[config.mk]
export PLATFORM = sky130hd
export DESIGN_NAME = ires_top
export DESIGN_NICKNAME = d
export VERILOG_FILES = /design/src/rtl/ires_pending.v /design/src/rtl/ires_errflags.v /design/src/rtl/ires_top.v
export VERILOG_INCLUDE_DIRS = /design/src /design/src/rtl
export SDC_FILE = /design/constraint.sdc
export NUM_CORES = 1
export LEC_CHECK = 0
export BUFFER_PORTS_ARGS = -buffer_cell sky130_fd_sc_hd__buf_4
export CORE_UTILIZATION = 30
export CTS_CLUSTER_SIZE = 14
export DETAILED_ROUTE_END_ITERATION = 7
export PLACE_DENSITY = 0.58
export SLEW_MARGIN = 20
export SYNTH_ARGS = -nofsm -noshare
export SYNTH_HDL_FRONTEND = slang
export SYNTH_SLANG_ARGS = --single-unit
[constraint.sdc]
create_clock -name core_clk -period 1.4 [get_ports core_clk]
set_input_delay 0.28 -clock core_clk [delete_from_list [all_inputs] [get_ports core_clk]]
set_output_delay 0.28 -clock core_clk [all_outputs]
set_load 0.01 [all_outputs]
[src/rtl/ires_defines.vh]
// Constants for the interrupt recording and error flag unit.
`ifndef IRES_DEFINES_VH
`define IRES_DEFINES_VH
`define IRES_NUM_CAUSES      8
`define IRES_ERR_WIDTH       16
`define IRES_ERR_RESET       16'h0000
`define IRES_ERR_OVF_BIT     3
`define IRES_ERR_STK_BIT     2
`define IRES_ERR_LSE_BIT     1
`define IRES_ERR_RSV0_BIT    0
`define IRES_ERR_LOW_MASK    16'h000E
`define IRES_MASK_SET        1'h1
`define IRES_MASK_CLEAR      1'h0
`endif

[src/rtl/ires_pending.v]
// Per-cause pending request flags with acknowledge and flush.
`default_nettype none
`include "ires_defines.vh"
module ires_pending #(
  parameter N = `IRES_NUM_CAUSES
) (
  // Clock, reset and enable.
  input  wire         core_clk,
  input  wire         rst,
  input  wire         clk_en,
  // Requests, acknowledge and flush.
  input  wire [N-1:0] irq_req,
  input  wire [N-1:0] ack_onehot,
  input  wire         flush,
  // Recorded state.
  output reg  [N-1:0] pending
);
  // Each cause holds one recorded request; a new request wins over its own acknowledge.
  always @(posedge core_clk or posedge rst)
  begin
    if (rst)
      pending <= {N{1'b0}};
    else if (clk_en)
    begin
      if (flush)
        pending <= {N{1'b0}};
      else
        pending <= (pending & ~ack_onehot) | irq_req;
    end
  end
endmodule // ires_pending
`default_nettype wire

[src/rtl/ires_errflags.v]
// Sticky error status register with software write access.
`default_nettype none
`include "ires_defines.vh"
module ires_errflags (
  // Clock, reset and enable.
  input  wire        core_clk,
  input  wire        rst,
  input  wire        clk_en,
  // Error events.
  input  wire        ovf_evt,
  input  wire        stk_evt,
  input  wire        lse_evt,
  // Transfer instruction write.
  input  wire        wr_en,
  input  wire [15:0] wr_data,
  // Register state.
  output reg  [15:0] flags
);
  wire [15:0] evt;
  assign evt = {12'h000, ovf_evt, stk_evt, lse_evt, 1'b0};

  // Write replaces the low flags, events are ORed on top so they win.
  always @(posedge core_clk or posedge rst)
  begin
    if (rst)
      flags <= `IRES_ERR_RESET;
    else if (clk_en)
    begin
      if (wr_en)
        flags <= ((wr_data & `IRES_ERR_LOW_MASK) | evt);
      else
        flags <= flags | evt;
    end
  end
endmodule // ires_errflags
`default_nettype wire

[src/rtl/ires_top.v]
// Interrupt recording, masking and sticky error status unit of the DSP core.
// Functional notes
// - Acknowledging an interrupt sets the global mask flag to 1, blocking further acknowledges.
// - The return-from-handler instruction clears the global mask flag to 0.
// - A request arriving while acknowledge is blocked stays pending and is served once unmasked.
// - Every request is recorded whatever the global mask and per-cause enables say.
// - A cause records at most one request; repeats while pending merge.
// - A pending flag clears only on its own acknowledge or on flush.
// - The flush instruction clears every pending flag.
// - Service order among simultaneous requests is unspecified; here the lowest index goes first.
// - The error register is 16 bits and writes to bits 15 to 4 are ignored.
// - Error flags set on their event and stay set until reset or a software write.
// - The error register is reached only by the register transfer instruction.
// - Reset clears the error register to zero.
// - Bit 3 flags a 40-bit arithmetic overflow.
// - Bit 2 flags call stack overflow or underflow.
// - Bit 1 flags loop stack overflow or underflow.
// - Bit 0 carries no bus access error and always reads zero.
`default_nettype none
`include "ires_defines.vh"
module ires_top #(
  parameter N = `IRES_NUM_CAUSES
) (
  // Clock, reset and enable.
  input  wire         core_clk,
  input  wire         rst,
  input  wire         clk_en,
  // Interrupt sources and per-cause enables.
  input  wire [N-1:0] irq_req,
  input  wire [N-1:0] irq_enable,
  // Sequencer: acknowledge slot and instruction strobes.
  input  wire         ack_allowed,
  input  wire         return_from_handler_instr,
  input  wire         flush_pending_irq_instr,
  // Error detectors.
  input  wire         ovf_evt,
  input  wire         stk_evt,
  input  wire         lse_evt,
  // Register transfer access to the error register.
  input  wire         error_flags_wr,
  input  wire [15:0]  error_flags_wdata,
  // Outputs to the sequencer.
  output reg          irq_ack,
  output reg  [N-1:0] irq_ack_cause,
  output reg          global_irq_mask_flag,
  output reg  [N-1:0] irq_pending,
  output reg  [15:0]  error_flags_rdata
);
  wire [N-1:0] pending;
  wire [15:0]  flags;
  reg  [N-1:0] next_ack_onehot;
  wire         ack_fire;

  // Lowest set bit of a vector as a one-hot word.
  function [N-1:0] lowest_onehot;
    input [N-1:0] v;
    begin
      lowest_onehot = v & (~v + {{(N-1){1'b0}}, 1'b1});
    end
  endfunction

  // Pick one eligible recorded cause while not masked.
  always @*
  begin
    next_ack_onehot = {N{1'b0}};
    if (!global_irq_mask_flag && ack_allowed && !flush_pending_irq_instr)
      next_ack_onehot = lowest_onehot(pending & irq_enable);
  end
  assign ack_fire = |next_ack_onehot;

  ires_pending #(
    .N (N)
  ) u_pending (
    .core_clk   (core_clk),
    .rst        (rst),
    .clk_en     (clk_en),
    .irq_req    (irq_req),
    .ack_onehot (next_ack_onehot),
    .flush      (flush_pending_irq_instr),
    .pending    (pending)
  );

  ires_errflags u_err (
    .core_clk (core_clk),
    .rst      (rst),
    .clk_en   (clk_en),
    .ovf_evt  (ovf_evt),
    .stk_evt  (stk_evt),
    .lse_evt  (lse_evt),
    .wr_en    (error_flags_wr),
    .wr_data  (error_flags_wdata),
    .flags    (flags)
  );

  // Global mask, acknowledge pulse and registered views.
  always @(posedge core_clk or posedge rst)
  begin
    if (rst)
    begin
      global_irq_mask_flag <= `IRES_MASK_CLEAR;
      irq_ack              <= 1'b0;
      irq_ack_cause        <= {N{1'b0}};
      irq_pending          <= {N{1'b0}};
      error_flags_rdata    <= `IRES_ERR_RESET;
    end
    else if (clk_en)
    begin
      if (ack_fire)
        global_irq_mask_flag <= `IRES_MASK_SET;
      else if (return_from_handler_instr)
        global_irq_mask_flag <= `IRES_MASK_CLEAR;
      irq_ack           <= ack_fire;
      irq_ack_cause     <= next_ack_onehot;
      irq_pending       <= pending;
      error_flags_rdata <= flags;
    end
  end
endmodule // ires_top
`default_nettype wire

## Word-level counts from Yosys, hierarchy flattened

Index checks and enable logic that the tools add are counted.

- $add $sub $neg: 1
- Multiplexer cells: 5
- Bitwise operators: 8
- Reduce and logical (&&, ||, !) cells: 7

Operator list:

| cell | count |
|---|---|
| 8-bit AND | 3 |
| 16-bit two-way mux | 1 |
| 8-bit two-way mux | 2 |
| 8-bit inverter | 2 |
| 16-bit by 4-bit bitwise OR with 16-bit output | 1 |
| 8-bit by 1-bit adder with 8-bit output (second input constant) | 1 |
| 8-bit bitwise OR | 1 |
| 8-bit OR reduction | 1 |
| 4-bit bitwise OR | 1 |
| 1-bit logical AND | 2 |
| 1-bit logical NOT | 2 |
| 1-bit two-way mux | 2 |
| 2-bit AND reduction | 1 |
| 2-bit nonzero test | 1 |

- Register bits after elaboration: 58
- Input port bits: 42
- Output and inout port bits: 34
- Word-level logic and storage cells: 28

## Depth between registers and ports, before layout

Gate-level depths: netlist of run 1.

- Word-level depth: 9
- Depth in mapped cells: 5
- Depth with buffers taken out: 3

## Modules after synthesis

From an unflattened synthesis of run 1, not the netlist that was laid out.

- Cells, all modules: 159
- Area total of the unflattened synthesis: 2,009.4 um^2

By module, submodules not included:

| module | instances | cells an instance | area an instance (um^2) | sequential area each (um^2) |
|---|---|---|---|---|
| ires_top | 1 | 104 | 1,427.6 | 850.8 |
| ires_pending | 1 | 30 | 342.8 | 200.2 |
| ires_errflags | 1 | 25 | 239.0 | 75.1 |

## Worst setup path before layout of run 1

Ideal clock, no wire load.

- Kind: reg2reg
- Start point: register u_pending.pending[3]
- End point: register u_pending.pending[7]
- Setup time: 129 ps
- Data arrival time: 1,329 ps
- Data required time: 1,271 ps
- Path slack: -58 ps
- Cell stages (with the launch flop): 4
- Path buffers: 0
- Period minus slack after synthesis: 1,458 ps
- Path through: dfrtp_1 > a222oi_1 > nand3_1 > o41a_1

- Word-level cells in the longest chain between the ends: 9

RTL lines:

| what | RTL line | source |
|---|---|---|
| start: declaration | ires_pending.v:16 | `output reg [N-1:0] pending` |
| start signal: assignment | ires_pending.v:22 | `pending <= {N{1'b0}};` |
| start signal: assignment | ires_pending.v:26 | `pending <= {N{1'b0}};` |
| start signal: assignment | ires_pending.v:28 | `pending <= (pending & ~ack_onehot) \| irq_req;` |
| 8-bit AND | ires_top.v:67 | `next_ack_onehot = lowest_onehot(pending & irq_enable);` |
| 8-bit inverter | ires_top.v:58 | `lowest_onehot = v & (~v + {{(N-1){1'b0}}, 1'b1});` |
| 8-bit by 1-bit adder with 8-bit output | ires_top.v:58 |  |
| 8-bit AND | ires_top.v:58 |  |
| 8-bit two-way mux | ires_top.v:66 | `if (!global_irq_mask_flag && ack_allowed && !flush_pending_irq_instr)` |
| 8-bit inverter | ires_pending.v:28 |  |
| 8-bit AND | ires_pending.v:28 |  |
| 8-bit bitwise OR | ires_pending.v:28 |  |
| 8-bit two-way mux | ires_pending.v:25 | `if (flush)` |

No other way between the ends.
A chain may end at the register's enable or synchronous reset.

## Final worst setup path of run 1

Same ends and word-level chain as after synthesis.

==> impl_metrics.py, run 1 <==
metrics = {
    "floorplan": {
        "core_area_sq_mm": 0.004786,
        "die_w_um": 73.16,
        "start_util_pct": 31.74,
        "rows": 25,
        "die_h_um": 73.16,
        "die_area_sq_mm": 0.005352,
        "ios": 76,
    },
    "sta": {
        "final.min_clock_period_ps": 1433,
        "fin_crit_sh_pct": 102.3,
        "tns_ps": -32.85,
        "hold_violations": 0,
        "slew_viol_final": 0,
        "skew_ps": 6.986,
        "worst_slack_ps": -32.85,
        "rsz0062_at_grt": "yes",
        "finalSetupViolations": 1,
        "clock.fmax_mhz": 697.9,
    },
    "worst_setup_path": {
        "worstPathRequired_ps": 1570,
        "critPathBufInv": 1,
        "worst_ep_arrival_time_ps": 1600,
        "startpoint_type": "register",
        "cp_top_family": "compound AO/OA/AOI/OAI gates",
        "endpoint_kind": "register",
        "crit_slowest_cell": "dfrtp_1",
        "worstPathMaxFanout": 5,
        "worstSetupPathType": "register to register",
        "cp_cell_sequence": "a222oi_1 -> buf_4 -> nand3_2 -> o41a_1",
        "cpPeakStageDelay_ps": 380,
    },
    "synthesis": {
        "synthFlopType": "dfrtp_1",
        "yosysWarnings": 0,
        "synth_cell_types": 30,
        "syn-cell-area_sq_mm": 0.001519,
        "synth_seq_cells": 32,
        "synth_edf_count": 0,
        "ys_seq_area_share_pct": 52.72,
        "avgSynthCellArea_sq_um": 10.85,
        "async_reset_ff_share_pct": 100.0,
        "syn_inst": 140,
    },
    "clocking": {
        "clock_sinks": 32,
        "cts.clk_slew.worst_paths_ps": 70,
        "clockBufferDepth": 2,
        "cts_tree": "done",
        "clk_latency_ps": 280,
        "cts_buffers": 5,
        "cts-root-buf": "clkbuf_8",
        "ctsHoldBuffers": 0,
        "htreeDepth": 2,
    },
    "detailed_routing": {
        "routed_wl_um": 3541,
        "drc": 0,
        "drt-met1-wl_um": 1573,
        "wl_per_cell_um": 12.88,
        "wl_met3_um": 318,
        "first_iter_violations": 71,
        "post_drt_via_cell_ratio": 4.796,
        "num_vias": 1319,
        "dr.pass1.iters": 4,
        "postRouteAntennaNets": 0,
        "routed.top_layer": "met4",
        "wl_met2_um": 1553,
    },
    "global_routing": {
        "grt_pass1_wl_um": 5637,
        "grt_max_degree": 33,
        "grt_overflow": 0,
        "grt_pass1_vias": 1311,
        "antenna_found_initial": 0,
        "gr-usage-all-layers_pct": 14.32,
    },
    "pwr": {
        "powerDensity_mw_per_mm2": 1097,
        "fin_total_pwr_w": 0.002334,
        "leakagePower_nw": 0.9988,
        "vdd_drop_max_mv": 0.6367,
    },
    "layout": {
        "fillers": 496,
        "final_net_count": 249,
        "final_common_cell": "buf_4",
        "drive_gt1_share_pct": 42.79,
        "final_util_pct": 44.47,
        "syn_to_final_growth_pct": 40.12,
        "mostFrequentLayoutCells": "buf_4 (65), dfrtp_1 (32), nand2_1 (15)",
        "diodes": 0,
        "stdcell_area_sq_mm": 0.002128,
    },
    "min_path": {
        "hp-class": "input pin to async pin",
    },
    "placed_design": {
        "portBuffers": 49,
        "dpl_cell_area_sq_mm": 0.002021,
        "place_congestion": 0.8462,
        "place_ws_ps": -67.24,
        "hpwl_um": 2699,
    },
    "status": {
        "outcome": "finished with violations",
        "violations": "setup timing",
    },
    "job": {
        "maxCapViolCount": 0,
    },
}
## final timing paths
check	cells past startpoint	to	slack [ps]	startpoint
max	4	u_pending.pending[7]	-30	u_pending.pending[3]
min	3	u_pending.pending[1]	90	rst
max reg2reg	4	u_pending.pending[7]	-30	u_pending.pending[3]
min reg2reg	2	irq_ack_cause[5]	490	irq_ack_cause[5]
max in group asynchronous	3	irq_ack_cause[7]	1010	rst
min in group core_clk	2	u_pending.pending[6]	210	irq_enable[6]
## cell type report
type                            count  area (sq um)  area share (%)
Sequential cell                    32         800.8           37.62
Multi-Input combinational cell     94         629.4           29.57
Timing Repair Buffer               65         488.0           22.93
Tap cell                           67         83.83           3.939
Clock buffer                        6         82.58           3.880
Inverter                            9         33.78           1.587
Clock inverter                      2         10.01          0.4703
## report_power, final
group          switching, W  internal, W  total [W]  leakage, nW
Combinational      0.000244     0.000282   0.000526        0.556
Clock              0.000334     0.000392   0.000726       0.0510
Sequential        0.0000602      0.00102    0.00108        0.392
Total              0.000639      0.00170    0.00233        0.999
## metrics by stage
| stage | cells | hold WS (ps) |
|---|---|---|
| final | 275 | 89.28 |
| after global routing | 275 | 129.4 |
| after global placement | 267 | 402.4 |
| after CTS | 275 | 94.29 |
| after detailed placement | 267 | 405.9 |
| after floorplan | 152 | 391.1 |
## Yosys cell counts (all sizes together), types with 2 or more instances
master | count | area (sq um)
dfrtp | 32 | 800.8
buf | 15 | 107.6
nand2 | 15 | 56.30
inv | 9 | 33.78
mux2 | 9 | 101.4
nor2 | 8 | 30.03
a21oi | 5 | 25.02
nand4 | 5 | 31.28
o21ai | 5 | 25.02
o2bb2ai | 5 | 43.79
a32o | 4 | 40.04
nand3 | 4 | 20.02
and4 | 3 | 28.78
o32a | 3 | 30.03
a222oi | 2 | 20.02
a22oi | 2 | 15.01
clkbuf | 2 | 7.510
nand4bb | 2 | 22.52
## repair_timing
action	4_1_cts	5_1_grt
setup buffers	0	0
setup endpoints to repair	2	7
pin swaps	2	1
gates resized for setup	2	1
## kinds of logic after synthesis
| group | share of synthesized area [%] |
|---|---|
| flip-flops | 52.72 |
| buffers and inverters | 9.802 |
| AND/OR/NAND/NOR | 14.50 |
| AO/OA/AOI/OAI | 16.06 |
| multiplexers | 6.672 |
| other | 0.2469 |
## state kept, by name, summed over array words and instances (netlist names)
signal                cells
global_irq_mask_flag      1
irq_pending               8
u_err.flags               3
irq_ack                   1
u_pending.pending         8
error_flags_rdata         3
irq_ack_cause             8
## routing by layer
layer / track usage, % / up-vias
met4: 8.279 / 0
met3: 5.249 / 11
met1: 16.75 / 622
met2: 22.53 / 60
li1: - / 626
met5: 0 / -
## worst register-to-register path: stages (launching register included)
cell      delay, ps
dfrtp_1         380
a222oi_1        350
buf_4           200
nand3_2          80
o41a_1          310
No activity file was read; power rests on OpenSTA's default activity.
==> inputs of run 2 (changes only) <==
--- a/config.mk
+++ b/config.mk
@@ -6,11 +6,12 @@
 export SDC_FILE = /design/constraint.sdc
 export NUM_CORES = 1
 export LEC_CHECK = 0
+export ABC_AREA = 1
 export BUFFER_PORTS_ARGS = -buffer_cell sky130_fd_sc_hd__buf_4
 export CORE_UTILIZATION = 30
 export CTS_CLUSTER_SIZE = 14
 export DETAILED_ROUTE_END_ITERATION = 7
-export PLACE_DENSITY = 0.58
+export PLACE_DENSITY = 0.57
 export SLEW_MARGIN = 20
 export SYNTH_ARGS = -nofsm -noshare
 export SYNTH_HDL_FRONTEND = slang
==> impl_metrics.py, run 2 <==
metrics = {
    "placed_design": {
        "dpl_cell_area_sq_mm": 0.001952,
        "hpwl_um": 2661,
        "portBuffers": 49,
        "place_congestion": 0.7319,
        "place_ws_ps": 214.2,
    },
    "sta": {
        "skew_ps": 4.953,
        "fin_crit_sh_pct": 84.90,
        "clock.fmax_mhz": 841.3,
        "rsz0062_at_grt": "no",
        "finalSetupViolations": 0,
        "tns_ps": 0,
        "slew_viol_final": 0,
        "hold_violations": 0,
        "final.min_clock_period_ps": 1189,
        "worst_slack_ps": 211.4,
    },
    "synthesis": {
        "yosys-top-cells-count": "nand2_1 (92), dfrtp_1 (32), buf_4 (14), nand3_1 (14), inv_1 (6)",
        "synth_cell_types": 20,
        "async_reset_ff_share_pct": 100.0,
        "yosysMostFrequentCell": "nand2_1",
        "synth_area_leaders": "dfrtp_1 (52%), nand2_1 (22%), buf_4 (6.8%), nand3_1 (4.5%), nand2_2 (1.6%)",
        "ys_seq_area_share_pct": 51.95,
        "synthFlopType": "dfrtp_1",
        "synth_top_cell_by_area": "dfrtp_1",
        "syn-cell-area_sq_mm": 0.001541,
        "syn_inst": 189,
        "netlist.area_leader.share_pct": 51.95,
        "yosysWarnings": 0,
        "synth_seq_cells": 32,
        "synth_edf_count": 0,
        "avgSynthCellArea_sq_um": 8.156,
    },
    "floorplan": {
        "rows": 25,
        "start_util_pct": 31.79,
        "die_h_um": 73.68,
        "die_area_sq_mm": 0.005429,
        "core_area_sq_mm": 0.004848,
        "ios": 76,
        "die_w_um": 73.68,
    },
    "clocking": {
        "cts.clk_slew.worst_paths_ps": 70,
        "cts-root-buf": "clkbuf_8",
        "clk_latency_ps": 280,
        "cts_buffers": 5,
        "clock_sinks": 32,
        "ctsHoldBuffers": 0,
        "htreeDepth": 2,
        "cts_setup_buffers": 0,
        "clockBufferDepth": 2,
        "cts_tree": "done",
        "postCtsResizedCells": 0,
    },
    "job": {
        "maxCapViolCount": 0,
    },
    "detailed_routing": {
        "dr.pass1.iters": 4,
        "wl_per_cell_um": 11.17,
        "postRouteAntennaNets": 0,
        "routed_wl_um": 3496,
        "post_drt_via_cell_ratio": 4.198,
        "drc": 0,
        "num_vias": 1314,
        "first_iter_violations": 53,
    },
    "pwr": {
        "powerDensity_mw_per_mm2": 1117,
        "vdd_drop_max_mv": 0.4030,
        "leakagePower_nw": 1.156,
    },
    "status": {
        "outcome": "complete, no violations",
    },
    "worst_setup_path": {
        "worstPathRequired_ps": 1570,
        "worstPathMaxFanout": 4,
        "endpoint_kind": "register",
        "worst_ep_arrival_time_ps": 1360,
        "worstSetupPathType": "register to register",
        "startpoint_type": "register",
    },
    "layout": {
        "diodes": 0,
        "drive_gt1_share_pct": 31.30,
        "largestRegisters": "irq_ack_cause: 8 flops, irq_pending: 8 flops, u_pending.pending: 8 flops",
        "final_net_count": 287,
        "syn_to_final_growth_pct": 32.63,
        "stdcell_area_sq_mm": 0.002044,
        "final_common_cell": "nand2_1",
        "mostFrequentLayoutCells": "nand2_1 (92), buf_4 (55), dfrtp_1 (32)",
    },
    "min_path": {
        "hp-class": "input pin to async pin",
    },
    "global_routing": {
        "grt_max_degree": 33,
        "grt_overflow": 0,
        "grt_pass1_wl_um": 5837,
        "gr-usage-all-layers_pct": 14.53,
        "antenna_found_initial": 0,
        "grt_pass1_vias": 1316,
    },
}
## run 2: cell types whose count changed after synthesis, sizes merged, moves of 3 or more
cell,previous run,this run
a21oi,5,0
a32o,4,0
and4,3,0
buf,15,18
mux2,9,0
nand2,15,97
nand3,4,15
o2bb2ai,5,0
o32a,3,0
## run 2: per-stage QoR
step | hold WS [ps] | utilization (%) | total power, W | instances
detailed placement | 406.6 | 40.26 | 0.001575 | 305
floorplan | 396.2 | - | 0.001380 | 201
finish | 77.77 | 42.17 | 0.002283 | 313
global placement | 399.7 | 40.26 | 0.001566 | 305
global route | 105.8 | 42.17 | 0.002428 | 313
CTS | 90.22 | 42.17 | 0.002326 | 313
## run 2: cell type report
cell class                 count  area [sq um]
clock buffer                   6         82.58
clock inverter                 2         10.01
fill                         532          2804
inverter                       9         33.78
multi-input combinational    142         620.6
sequential                    32         800.8
tap                           67         83.83
timing repair buffer          55         412.9
## run 2: logic make-up (layout without fill, tap and decap cells)
logic type,count (synthesis),in the layout,synth area share [%]
buf+inv,27,72,10.71
flops,32,32,51.95
compound gates,4,4,1.461
other cells,1,13,0.2433
simple gates,125,125,35.63
## run 2: routing by layer
metal	wire (um)	GRT usage (%)	vias up
met1	1550	17.45	598
met2	1690	23.75	39
met4	49	6.838	0
met3	206	4.390	6
met5	0	0	-
li1	-	-	671
## run 2: path summary, 6_finish.rpt
kind                                   endpoint  depth (start not counted)  slack [ps]                 start
max                                     irq_ack                          8         210  u_pending.pending[2]
min                              irq_pending[4]                          3          80                   rst
max reg2reg                             irq_ack                          8         210  u_pending.pending[2]
min reg2reg                      irq_pending[1]                          2         470        irq_pending[1]
max in group asynchronous        u_err.flags[2]                          3        1030                   rst
min in group core_clk      u_pending.pending[0]                          3         200            irq_req[0]
## run 2: worst max-delay path, stage by stage, from the launching register on
cell	delay [ps]
dfrtp_1	410
nand2_1	100
nand2_2	100
nor2_4	120
nand2_1	60
nand2_1	50
nand3_1	90
nand2_1	100
nand2_1	60
## run 2: power by group
group | internal, W | switching, W | total [W]
combinational | 0.000212 | 0.000247 | 0.000459
sequential | 0.00102 | 0.0000669 | 0.00109
clock | 0.000392 | 0.000343 | 0.000734
total | 0.00163 | 0.000657 | 0.00228
